File: src/rtl/dac_pkg.sv
package dac_pkg;
   localparam int ADDR_W = 8;
   localparam int DATA_W = 10;
   localparam logic [ADDR_W-1:0] ADDR_CONTROL = 8'h00;
   localparam logic [ADDR_W-1:0] ADDR_HIGH = 8'h04;
   localparam logic [ADDR_W-1:0] ADDR_LOW = 8'h08;
   localparam logic [ADDR_W-1:0] ADDR_FLAGS = 8'h0c;
   localparam logic [7:0] CONTROL_RESET = 8'h00;
   localparam logic [7:0] HIGH_RESET = 8'h00;
   localparam logic [7:0] LOW_RESET = 8'h00;
   localparam logic [7:0] CONTROL_MASK = 8'hf7;
   // Control fields
   localparam int CTRL_ENABLE = 0;
   localparam int CTRL_OUTPUT_ENABLE = 1;
   localparam int CTRL_LEFT_ADJUST = 2;
   localparam int CTRL_SELECT_LO = 4;
   localparam int CTRL_AUTO_TRIGGER = 7;
   // Flag register fields
   localparam int FLAG_CMP0 = 0;
   localparam int FLAG_CMP1 = 1;
   localparam int FLAG_MODE0_LO = 2;
   localparam int FLAG_MODE1_LO = 4;
   localparam int FLAG_BUSY = 7;
   localparam logic [3:0] FLAG_MODE_RESET = 4'h0;
   // Comparator event modes
   localparam logic [1:0] CMP_TOGGLE = 2'h0;
   localparam logic [1:0] CMP_FALLING = 2'h2;
   localparam logic [1:0] CMP_RISING = 2'h3;
   // Trigger select codes, also the source bit index
   localparam logic [2:0] TS_CMP0 = 3'h0;
   localparam logic [2:0] TS_CMP1 = 3'h1;
   localparam logic [2:0] TS_EXT0 = 3'h2;
   localparam logic [2:0] TS_T0_COMPARE = 3'h3;
   localparam logic [2:0] TS_T0_OVERFLOW = 3'h4;
   localparam logic [2:0] TS_T1_COMPARE_B = 3'h5;
   localparam logic [2:0] TS_T1_OVERFLOW = 3'h6;
   localparam logic [2:0] TS_T1_CAPTURE = 3'h7;
   // Conversion settling time
   localparam int CLK_PERIOD_NS = 10;
   localparam int CONV_TIME_NS = 1000;
   localparam int CONV_CYCLES_INT =
      (CONV_TIME_NS + CLK_PERIOD_NS - 1) / CLK_PERIOD_NS;
   localparam logic [7:0] CONV_CYCLES = 8'(CONV_CYCLES_INT);
   typedef enum logic {IDLE, CONVERTING} conv_state_t;
endpackage : dac_pkg

File: src/rtl/reg_bus_if.sv
interface reg_bus_if;
   logic wr;
   logic [7:0] addr;
   logic [7:0] wdata;
   logic [7:0] rdata;
   logic hit;
   modport bus (output wr, addr, wdata, input rdata, hit);
   modport regs (input wr, addr, wdata, output rdata, hit);
endinterface : reg_bus_if

File: src/rtl/dac_input_update_control.sv
// Operation
// - Enable bit set lets the converter convert; clear disables it.
// - Auto-trigger set: update on trigger edge; clear: on high write.
// - Three-bit select picks one of eight trigger sources.
// - Trigger is the source flag's rising edge, interrupt masks ignored.
// - A trigger level still high after a conversion starts nothing.
// - Trigger edges during a conversion are ignored, never queued.
// - Source flag must be cleared to rise again for the next trigger.
// - Left adjust: high holds bits 9..2, low bits 7..6 hold 1..0.
// - Left-adjust change takes effect at next high register write.
// - Output enable drives result to the output pin, else internal.
// - Low write blocks any update until the high write follows.
// - Converted value comes from a hidden shadow register.
// - Manual mode: high write loads shadow from high and low.
// - Auto mode: trigger loads shadow unless a low write still awaits its high write.
// - Input value is ten bits across high and low registers.
// - Comparator flags set on configured event, cleared by writing one.
//
// The register addresses and the APB register port were left to the implementer.
module dac_input_update_control (
   input wire logic clk,
   input wire logic reset,
   input wire logic psel,
   input wire logic penable,
   input wire logic pwrite,
   input wire logic [dac_pkg::ADDR_W-1:0] paddr,
   input wire logic [31:0] pwdata,
   output logic [31:0] prdata,
   output logic pready,
   output logic pslverr,
   input wire logic [1:0] comparator_out,
   input wire logic ext_int0_flag,
   input wire logic timer0_compare_flag,
   input wire logic timer0_overflow_flag,
   input wire logic timer1_compare_b_flag,
   input wire logic timer1_overflow_flag,
   input wire logic timer1_capture_flag,
   output logic [dac_pkg::DATA_W-1:0] converter_value,
   output logic converter_enable,
   output logic analog_output_pin_enable,
   output logic conversion_busy
);
   import dac_pkg::*;

   reg_bus_if rb ();

   logic [7:0] converter_control;
   logic [7:0] converter_input_high;
   logic [7:0] converter_input_low;
   logic [1:0] cmp_flag;
   logic [3:0] cmp_mode;
   logic low_pending;
   logic latched_left_adjust;
   logic [DATA_W-1:0] shadow;
   conv_state_t state, next_state;
   logic [7:0] count, next_count;
   logic [1:0] cmp_event;
   logic trig_pulse, trig_level;

   function automatic logic [DATA_W-1:0] compose(input logic la,
      input logic [7:0] hi, input logic [7:0] lo);
      compose = la ? {hi, lo[7:6]} : {hi[1:0], lo};
   endfunction : compose

   apb_reg_slave u_apb (
      .clk(clk),
      .reset(reset),
      .psel(psel),
      .penable(penable),
      .pwrite(pwrite),
      .paddr(paddr),
      .pwdata(pwdata),
      .prdata(prdata),
      .pready(pready),
      .pslverr(pslverr),
      .rb(rb.bus)
   );

   wire [7:0] sources = {timer1_capture_flag, timer1_overflow_flag,
      timer1_compare_b_flag, timer0_overflow_flag, timer0_compare_flag,
      ext_int0_flag, cmp_flag[1], cmp_flag[0]};

   trigger_edge #(.N_CMP(2)) u_trig (
      .clk(clk),
      .reset(reset),
      .comparator_out(comparator_out),
      .cmp_mode(cmp_mode),
      .sources(sources),
      .trigger_select(converter_control[CTRL_SELECT_LO+:3]),
      .cmp_event(cmp_event),
      .trigger_pulse(trig_pulse),
      .trigger_level(trig_level)
   );

   // Address decode
   wire wr_ctrl = rb.wr && (rb.addr == ADDR_CONTROL);
   wire wr_high = rb.wr && (rb.addr == ADDR_HIGH);
   wire wr_low = rb.wr && (rb.addr == ADDR_LOW);
   wire wr_flags = rb.wr && (rb.addr == ADDR_FLAGS);
   assign rb.hit = (rb.addr == ADDR_CONTROL) || (rb.addr == ADDR_HIGH)
      || (rb.addr == ADDR_LOW) || (rb.addr == ADDR_FLAGS);
   wire [7:0] flags_view = {(state == CONVERTING), 1'b0, cmp_mode, cmp_flag};
   assign rb.rdata = (rb.addr == ADDR_CONTROL) ? converter_control :
      (rb.addr == ADDR_HIGH) ? converter_input_high :
      (rb.addr == ADDR_LOW) ? converter_input_low :
      (rb.addr == ADDR_FLAGS) ? flags_view : 8'h00;

   wire enable = converter_control[CTRL_ENABLE];
   wire auto_mode = converter_control[CTRL_AUTO_TRIGGER];
   wire left_adjust = converter_control[CTRL_LEFT_ADJUST];
   wire idle = (state == IDLE);
   // Edge only while idle: busy edges and held levels start nothing
   wire trig_go = auto_mode && trig_pulse && idle && !low_pending
      && !wr_high;
   wire manual_load = wr_high && !auto_mode;
   wire [DATA_W-1:0] manual_value =
      compose(left_adjust, rb.wdata, converter_input_low);
   wire [DATA_W-1:0] trig_value =
      compose(latched_left_adjust, converter_input_high, converter_input_low);
   wire start = (manual_load || trig_go) && enable;

   always_ff @(posedge clk) begin
      if (reset) begin
         converter_control <= CONTROL_RESET;
         converter_input_high <= HIGH_RESET;
         converter_input_low <= LOW_RESET;
         cmp_mode <= FLAG_MODE_RESET;
      end else begin
         if (wr_ctrl) converter_control <= rb.wdata & CONTROL_MASK;
         if (wr_high) converter_input_high <= rb.wdata;
         if (wr_low) converter_input_low <= rb.wdata;
         if (wr_flags) cmp_mode <= rb.wdata[FLAG_MODE0_LO+:4];
      end
   end

   // Hardware set wins over a write-one clear in the same cycle
   genvar i;
   generate
      for (i = 0; i < 2; i++) begin : g_flag
         always_ff @(posedge clk) begin
            if (reset) begin
               cmp_flag[i] <= 1'b0;
            end else if (cmp_event[i]) begin
               cmp_flag[i] <= 1'b1;
            end else if (wr_flags && rb.wdata[FLAG_CMP0+i]) begin
               cmp_flag[i] <= 1'b0;
            end
         end
      end
   endgenerate

   // Pending low write and shadow update
   always_ff @(posedge clk) begin
      if (reset) begin
         low_pending <= 1'b0;
         latched_left_adjust <= 1'b0;
         shadow <= '0;
      end else begin
         if (wr_high) begin
            low_pending <= 1'b0;
            latched_left_adjust <= left_adjust;
         end else if (wr_low) begin
            low_pending <= 1'b1;
         end
         if (manual_load) shadow <= manual_value;
         else if (trig_go) shadow <= trig_value;
      end
   end

   always_comb begin
      next_state = state;
      next_count = count;
      case (state)
         IDLE: begin
            if (start) begin
               next_state = CONVERTING;
               next_count = CONV_CYCLES - 8'h01;
            end
         end
         CONVERTING: begin
            if (!enable) begin
               next_state = IDLE;
            end else if (manual_load) begin
               next_count = CONV_CYCLES - 8'h01;
            end else if (count == 8'h00) begin
               next_state = IDLE;
            end else begin
               next_count = count - 8'h01;
            end
         end
         default: next_state = IDLE;
      endcase
   end

   always_ff @(posedge clk) begin
      if (reset) begin
         state <= IDLE;
         count <= 8'h00;
         conversion_busy <= 1'b0;
         converter_enable <= 1'b0;
         analog_output_pin_enable <= 1'b0;
         converter_value <= '0;
      end else begin
         state <= next_state;
         count <= next_count;
         conversion_busy <= (next_state == CONVERTING);
         converter_enable <= enable;
         analog_output_pin_enable <= enable
            && converter_control[CTRL_OUTPUT_ENABLE];
         converter_value <= shadow;
      end
   end

   // Update path
   AST_MANUAL_RIGHT: assert property (
      @(posedge clk) disable iff (reset)
      manual_load && !left_adjust |=>
      shadow == {$past(rb.wdata[1:0]), $past(converter_input_low)})
      else $error("right adjusted manual load wrong");
   AST_MANUAL_LEFT: assert property (
      @(posedge clk) disable iff (reset)
      manual_load && left_adjust |=>
      shadow == {$past(rb.wdata), $past(converter_input_low[7:6])})
      else $error("left adjusted manual load wrong");
   AST_LOW_BLOCKS: assert property (
      @(posedge clk) disable iff (reset)
      low_pending && !wr_high |=> $stable(shadow))
      else $error("shadow changed before high write");
   AST_AUTO_WRITE: assert property (
      @(posedge clk) disable iff (reset)
      wr_high && auto_mode |=> $stable(shadow))
      else $error("high write loaded shadow in auto mode");
   AST_TRIG_LOAD: assert property (
      @(posedge clk) disable iff (reset)
      trig_go && enable |=> shadow == $past(trig_value)
      ##1 converter_value == $past(shadow) && conversion_busy)
      else $error("trigger did not load and convert");
   AST_BUSY_IGNORE: assert property (
      @(posedge clk) disable iff (reset)
      state == CONVERTING && trig_pulse && enable && !manual_load
      && count != 8'h00 |=> count == $past(count) - 8'h01)
      else $error("trigger during conversion restarted it");
   AST_HELD_LEVEL: assert property (
      @(posedge clk) disable iff (reset)
      trig_level && $past(trig_level) |-> !trig_go)
      else $error("held trigger level started conversion");
   AST_DISABLED: assert property (
      @(posedge clk) disable iff (reset)
      !enable |=> !conversion_busy && !converter_enable)
      else $error("converter busy while disabled");
   AST_OUTPUT_PIN: assert property (
      @(posedge clk) disable iff (reset)
      !converter_control[CTRL_OUTPUT_ENABLE] |=> !analog_output_pin_enable)
      else $error("output pin driven while disabled");
   AST_FLAG_SET: assert property (
      @(posedge clk) disable iff (reset)
      cmp_event[0] |=> cmp_flag[0])
      else $error("comparator flag not set");
   AST_CONV_LENGTH: assert property (
      @(posedge clk) disable iff (reset)
      $rose(conversion_busy) && enable && !wr_high && !wr_ctrl
      |-> conversion_busy [*8])
      else $error("conversion ended early");

   // Source selection, one check per kind of source
   AST_CMP0_TRIGGER: assert property (
      @(posedge clk) disable iff (reset)
      $rose(cmp_flag[0]) && $stable(converter_control)
      && converter_control[CTRL_SELECT_LO+:3] == TS_CMP0
      && auto_mode && idle && !low_pending && !wr_high |-> trig_go)
      else $error("comparator flag edge did not trigger");
   AST_EXT0_TRIGGER: assert property (
      @(posedge clk) disable iff (reset)
      $rose(ext_int0_flag) && $stable(converter_control)
      && converter_control[CTRL_SELECT_LO+:3] == TS_EXT0
      && auto_mode && idle && !low_pending && !wr_high |-> trig_go)
      else $error("external flag edge did not trigger");
   AST_CAPTURE_TRIGGER: assert property (
      @(posedge clk) disable iff (reset)
      $rose(timer1_capture_flag) && $stable(converter_control)
      && converter_control[CTRL_SELECT_LO+:3] == TS_T1_CAPTURE
      && auto_mode && idle && !low_pending && !wr_high |-> trig_go)
      else $error("capture flag edge did not trigger");
   AST_BUSY_HOLDS: assert property (
      @(posedge clk) disable iff (reset)
      state == CONVERTING && !manual_load |=> $stable(shadow))
      else $error("shadow changed during conversion");
   AST_PENDING_SET: assert property (
      @(posedge clk) disable iff (reset)
      wr_low && !wr_high |=> low_pending)
      else $error("low write did not block updates");
   AST_LATCH_ADJUST: assert property (
      @(posedge clk) disable iff (reset)
      wr_high |=> latched_left_adjust == $past(left_adjust))
      else $error("left adjust not taken at high write");
   AST_FLAG_CLEAR: assert property (
      @(posedge clk) disable iff (reset)
      wr_flags && rb.wdata[FLAG_CMP1] && !cmp_event[1] |=> !cmp_flag[1])
      else $error("comparator flag not cleared by one");
   AST_ENABLE_ON: assert property (
      @(posedge clk) disable iff (reset)
      enable |=> converter_enable)
      else $error("converter not enabled");
   AST_PIN_ON: assert property (
      @(posedge clk) disable iff (reset)
      enable && converter_control[CTRL_OUTPUT_ENABLE]
      |=> analog_output_pin_enable)
      else $error("output pin not driven");
   AST_SHADOW_LOADS: assert property (
      @(posedge clk) disable iff (reset)
      !manual_load && !trig_go |=> $stable(shadow))
      else $error("shadow changed without a load");

   COV_MANUAL: cover property (@(posedge clk) manual_load && enable);
   COV_TEN_BIT: cover property (@(posedge clk)
      wr_low ##[1:20] wr_high && !auto_mode);
   COV_TRIGGER: cover property (@(posedge clk) trig_go && enable);
   COV_IGNORED: cover property (@(posedge clk)
      trig_pulse && state == CONVERTING);
   COV_HELD_LEVEL: cover property (@(posedge clk)
      !idle ##1 idle && trig_level && auto_mode);
endmodule : dac_input_update_control

File: src/rtl/apb_reg_slave.sv
module apb_reg_slave (
   input wire logic clk,
   input wire logic reset,
   input wire logic psel,
   input wire logic penable,
   input wire logic pwrite,
   input wire logic [dac_pkg::ADDR_W-1:0] paddr,
   input wire logic [31:0] pwdata,
   output logic [31:0] prdata,
   output logic pready,
   output logic pslverr,
   reg_bus_if.bus rb
);
   import dac_pkg::*;
   wire setup_phase = psel && !penable;
   assign rb.addr = paddr;
   assign rb.wdata = pwdata[7:0];
   assign rb.wr = psel && penable && pready && pwrite && rb.hit;

   // Answer is prepared in setup, ready in the first access cycle
   always_ff @(posedge clk) begin
      if (reset) begin
         pready <= 1'b0;
         prdata <= 32'h0000_0000;
         pslverr <= 1'b0;
      end else if (setup_phase) begin
         pready <= 1'b1;
         prdata <= pwrite ? 32'h0000_0000 : {24'h00_0000, rb.rdata};
         pslverr <= !rb.hit;
      end else begin
         pready <= 1'b0;
         pslverr <= 1'b0;
      end
   end
endmodule : apb_reg_slave

File: src/rtl/trigger_edge.sv
module trigger_edge #(
   parameter int N_CMP = 2
) (
   input wire logic clk,
   input wire logic reset,
   input wire logic [N_CMP-1:0] comparator_out,
   input wire logic [2*N_CMP-1:0] cmp_mode,
   input wire logic [7:0] sources,
   input wire logic [2:0] trigger_select,
   output logic [N_CMP-1:0] cmp_event,
   output logic trigger_pulse,
   output logic trigger_level
);
   import dac_pkg::*;
   logic [N_CMP-1:0] sync1, sync2, cmp_prev;
   logic [7:0] src_prev;

   genvar i;
   generate
      for (i = 0; i < N_CMP; i++) begin : g_cmp
         logic [1:0] m;
         assign m = cmp_mode[2*i+1:2*i];
         // Two stages before any logic sees the analog output
         always_ff @(posedge clk) begin
            if (reset) begin
               sync1[i] <= 1'b0;
               sync2[i] <= 1'b0;
               cmp_prev[i] <= 1'b0;
            end else begin
               sync1[i] <= comparator_out[i];
               sync2[i] <= sync1[i];
               cmp_prev[i] <= sync2[i];
            end
         end
         assign cmp_event[i] =
            (m == CMP_TOGGLE) ? (sync2[i] ^ cmp_prev[i]) :
            (m == CMP_FALLING) ? (!sync2[i] && cmp_prev[i]) :
            (m == CMP_RISING) ? (sync2[i] && !cmp_prev[i]) : 1'b0;
      end
      for (i = 0; i < 8; i++) begin : g_src
         always_ff @(posedge clk) begin
            if (reset) begin
               src_prev[i] <= 1'b0;
            end else begin
               src_prev[i] <= sources[i];
            end
         end
      end
   endgenerate

   // Only a rising edge of the flag counts, never its level
   assign trigger_level = sources[trigger_select];
   assign trigger_pulse = trigger_level && !src_prev[trigger_select];
endmodule : trigger_edge

File: config.mk
export PLATFORM = sky130hd
export DESIGN_NAME = dac_input_update_control
export DESIGN_NICKNAME = d
export VERILOG_FILES = /design/src/rtl/dac_pkg.sv /design/src/rtl/reg_bus_if.sv /design/src/rtl/dac_input_update_control.sv /design/src/rtl/apb_reg_slave.sv /design/src/rtl/trigger_edge.sv
export SDC_FILE = /design/constraint.sdc
export NUM_CORES = 1
export LEC_CHECK = 0
export ABC_AREA = 1
export ABC_CLOCK_PERIOD_IN_PS = 3910
export BUFFER_PORTS_ARGS = -buffer_cell sky130_fd_sc_hd__buf_2
export CAP_MARGIN = 20
export CORE_ASPECT_RATIO = 1.5
export CORE_MARGIN = 10
export CORE_UTILIZATION = 45
export CTS_BUF_LIST = sky130_fd_sc_hd__clkbuf_2 sky130_fd_sc_hd__clkbuf_4 sky130_fd_sc_hd__clkbuf_8
export DETAILED_ROUTE_END_ITERATION = 16
export MAX_ROUTING_LAYER = met4
export PLACE_DENSITY_LB_ADDON = 0.12
export SYNTH_ARGS = -nofsm -noshare
export SYNTH_HDL_FRONTEND = slang
export SYNTH_SLANG_ARGS = --single-unit
File: constraint.sdc
create_clock -name clk -period 3.91 [get_ports clk]
set_input_delay 0.1955 -clock clk [delete_from_list [all_inputs] [get_ports clk]]
set_output_delay 0.1955 -clock clk [all_outputs]
set_load 0.02 [all_outputs]
==> out/qor.txt <==
Reg clk slew, reported paths: 0.08 ns
Hold_sp: comparator_out[0]
Die Wd: 97.4 um
Worst vdd ir: 0.000186 V
GR Layer Usage met1: 16.8%
Slew HR: 50.3%
CTS buffer count: 9
CP top delay family: simple AND/OR/NAND/NOR gates
P per Cell Area: 351 nW/um^2
Initial Util: 46.0%
WL/cell: 13.5 um
Final Non-Filler Cells: 718
Die height: 136 um
Largest net degree at the start of global routing: 41
Final worst path period share: 53.0%
Post-synth cell types: 33
Initial DRC Count: 226
Final setup fails: 0
Area share of the largest cell type after synthesis: 42.6%
I/O Buffers: 51
Placed Cells: 703
Post_cts resized: 0
Post-route setup TNS: 0 ns
Clock Path Buffers: 2
TritonCTS clock tree: done
Layout fillers: 904
RePlAce Congestion: 0.919
Routing usage on met2: 24.8%
Commonest register cell after synthesis: dfxtp_1
Unrepaired setup endpoints after global routing: no
Clk_lat worst skew: 0.35 ns
Skew final: 0.0106 ns
Crit path DAT: 2.33 ns
Post-CTS Setup Bufs: 0
DR DRC count: 0
Max incr delay on CP: 0.44 ns
ANT nets after route: 0
Final Max Tran Viols: 0
Reg2Reg Setup Slack: 1.84 ns
Core ar.: 8780 um^2
Gate count of the mapped netlist: 563
CP most frequent cell: nor2_1
Vias per cell: 4.86
Slew at the pin closest to its max-slew limit: 0.745 ns
Worst hold path type: in2reg
Reg2Reg Depth: 7
Die area: 13200 um^2
Hold Path Stages: 3
Worst Path Class, Setup: reg2reg
Hold Path End: u_trig.sync1[0]
Gr usage total: 15.0%
Status: finished, final reports clean
WP data required: 4.17 ns
CP max FO: 21
Place WS: 1.72 ns
First-pass GRT wire length: 16.0 mm
RR Startpoint: u_apb.pready
Gr ovfl total: 0
# clock sinks: 86
DR vias: 3487
CTS H-tree lvls: 3
Hold_buf cts: 0
Worst setup SP type: flip-flop
Cell with the largest stage delay on the worst path: nand3b_2
Seq/Total Area, Yosys: 42.6%
Gr busiest metal: met2
Vias in the first global route: 3337
Yosys top cell by area: dfxtp_1
CTS root buf: clkbuf_8
Count of state elements after synthesis: 86
Post-DP HPWL: 7.10 mm
Crit. End Element: flip-flop
Leakage power: 1.98 nW
Io pins: 100
Fmax: 482 MHz
Met3 track demand over resource: 3.56%
Critical R2R Capture: shadow[9]
Cell Rows: 42
Most frequent cell after synthesis: dfxtp_1
Synth top area cells: dfxtp_1 (43%), a21oi_1 (7.8%), nor2_1 (7.6%)
Synth async-reset ratio: 0%
Worst path buffer plus inverter count: 1
Antenna violations before repair: 0
Initial DRT Pass Iterations: 4
Hold violation count in the final report: 0
Routed WL: 9.67 mm
Critical Path, Cell by Cell: nand3_1 -> nor2_1 -> nand3b_2 -> nand2_2 -> inv_2 -> nor2_1 -> nor2_1
Post-synthesis cell area: 4040 um^2
Syn. warnings: 0
Share of post-route cells with drive strength above 1: 14.0%
Commonest cells in the netlist: dfxtp_1 (86), nor2_1 (82), inv_1 (78)
Minimum clock period: 2.07 ns
Area Overhead vs Synth: 9.76%
Fin worst setup slack: 1.84 ns
Post-synth EDFFs: 0
Antenna diodes: 0
MaxCap Viol Count: 0
Fin nets: 662
Mean post-synth cell area: 7.18 um^2
layer usage:
metal | part of all wire [%] | routed length, um | vias to the layer above
li1 | - | - | 1831
met1 | 45 | 4310 | 1560
met2 | 49 | 4710 | 80
met3 | 4.4 | 427 | 16
met4 | 2.3 | 223 | 0
met5 | 0 | 0 | -
state kept, by name (all words and copies together) (netlist names), 4 cells and up:
name and count:
converter_input_low 8, shadow 10, converter_value 10, cmp_mode 4
u_apb.prdata 8, count 8, converter_input_high 8, u_trig.src_prev 8
converter_control 7
logic make-up (layout without fill, tap and decap cells):
family | Yosys count | count (layout) | share of synthesized area (%)
other | 1 | 24 | 0.0928
buffers and inverters | 129 | 151 | 15.1
xor gates and xnor gates | 4 | 4 | 0.867
DFF | 86 | 86 | 42.6
AOI/OAI and AO/OA | 141 | 141 | 18.3
muxes | 2 | 2 | 0.526
adders and majority gates | 5 | 5 | 1.55
and+or+nand+nor | 195 | 195 | 21.0
stage by stage:
stage               hold slack [ns]  cell area [um^2]  util (%)  power, mW
floorplan                     0.279              4130         -      0.987
global placement              0.392              4230      48.2      0.999
detailed placement            0.395              4260      48.5       1.00
CTS                          0.0212              4430      50.5       1.58
global route                 0.0268              4430      50.5       1.62
finish                       0.0358              4430      50.5       1.56
layout make-up:
class | instances | area [um^2] | area share (%)
Multi-Input combinational cell | 371 | 1800 | 40.5
Sequential cell | 86 | 1720 | 38.8
Inverter | 83 | 312 | 7.03
Timing Repair Buffer | 53 | 290 | 6.55
Clock buffer | 12 | 159 | 3.58
Tap cell | 110 | 138 | 3.10
Clock inverter | 3 | 18.8 | 0.423
worst register-to-register path: stages, from the launching register on:
cell and delay (ns):
dfxtp_1 0.34, nand3_1 0.08, nor2_1 0.40, nand3b_2 0.45
nand2_2 0.39, inv_2 0.14, nor2_1 0.13, nor2_1 0.06
how the worst max path moves through the flow:
| stage | from | endpoint | slack (ns) | cells past startpoint |
|---|---|---|---|---|
| 6_report | u_apb.pready | shadow[9] | 1.84 | 7 |
| 5_1_grt | u_apb.pready | shadow[1] | 1.55 | 7 |
| 2_1_floorplan | u_apb.pready | count[7] | 2.42 | 10 |
| 3_5_place_dp | paddr[1] | shadow[9] | 1.72 | 9 |
| 3_3_place_gp | paddr[7] | shadow[9] | 1.74 | 9 |
| 4_1_cts | u_apb.pready | shadow[9] | 1.78 | 7 |
cells in the final DEF, fill, tap and decap left out, types with 2 or more instances in the layout:
master    instances
nor3_1            4
nand3_1          25
nand3b_1          2
o221ai_1          4
inv_2             3
nor2_2            4
xor2_1            4
dfxtp_1          86
nand2_2           2
buf_2            51
nand4_1           2
o211ai_1          3
o21ai_0          56
clkbuf_8         11
nor2_4            3
clkinv_2          2
ha_1              5
clkinv_1          2
inv_1            78
nor2_1           82
conb_1           24
o311ai_0          2
o21ai_1          12
nand3_2           2
a21oi_1          63
nand2_1          66
power breakdown:
part / internal, mW / switching, mW
combinational: 0.0276 / 0.0685
clock: 0.270 / 0.303
sequential: 0.884 / 0.00341
Note: power is estimated with default switching activity, not from simulation.
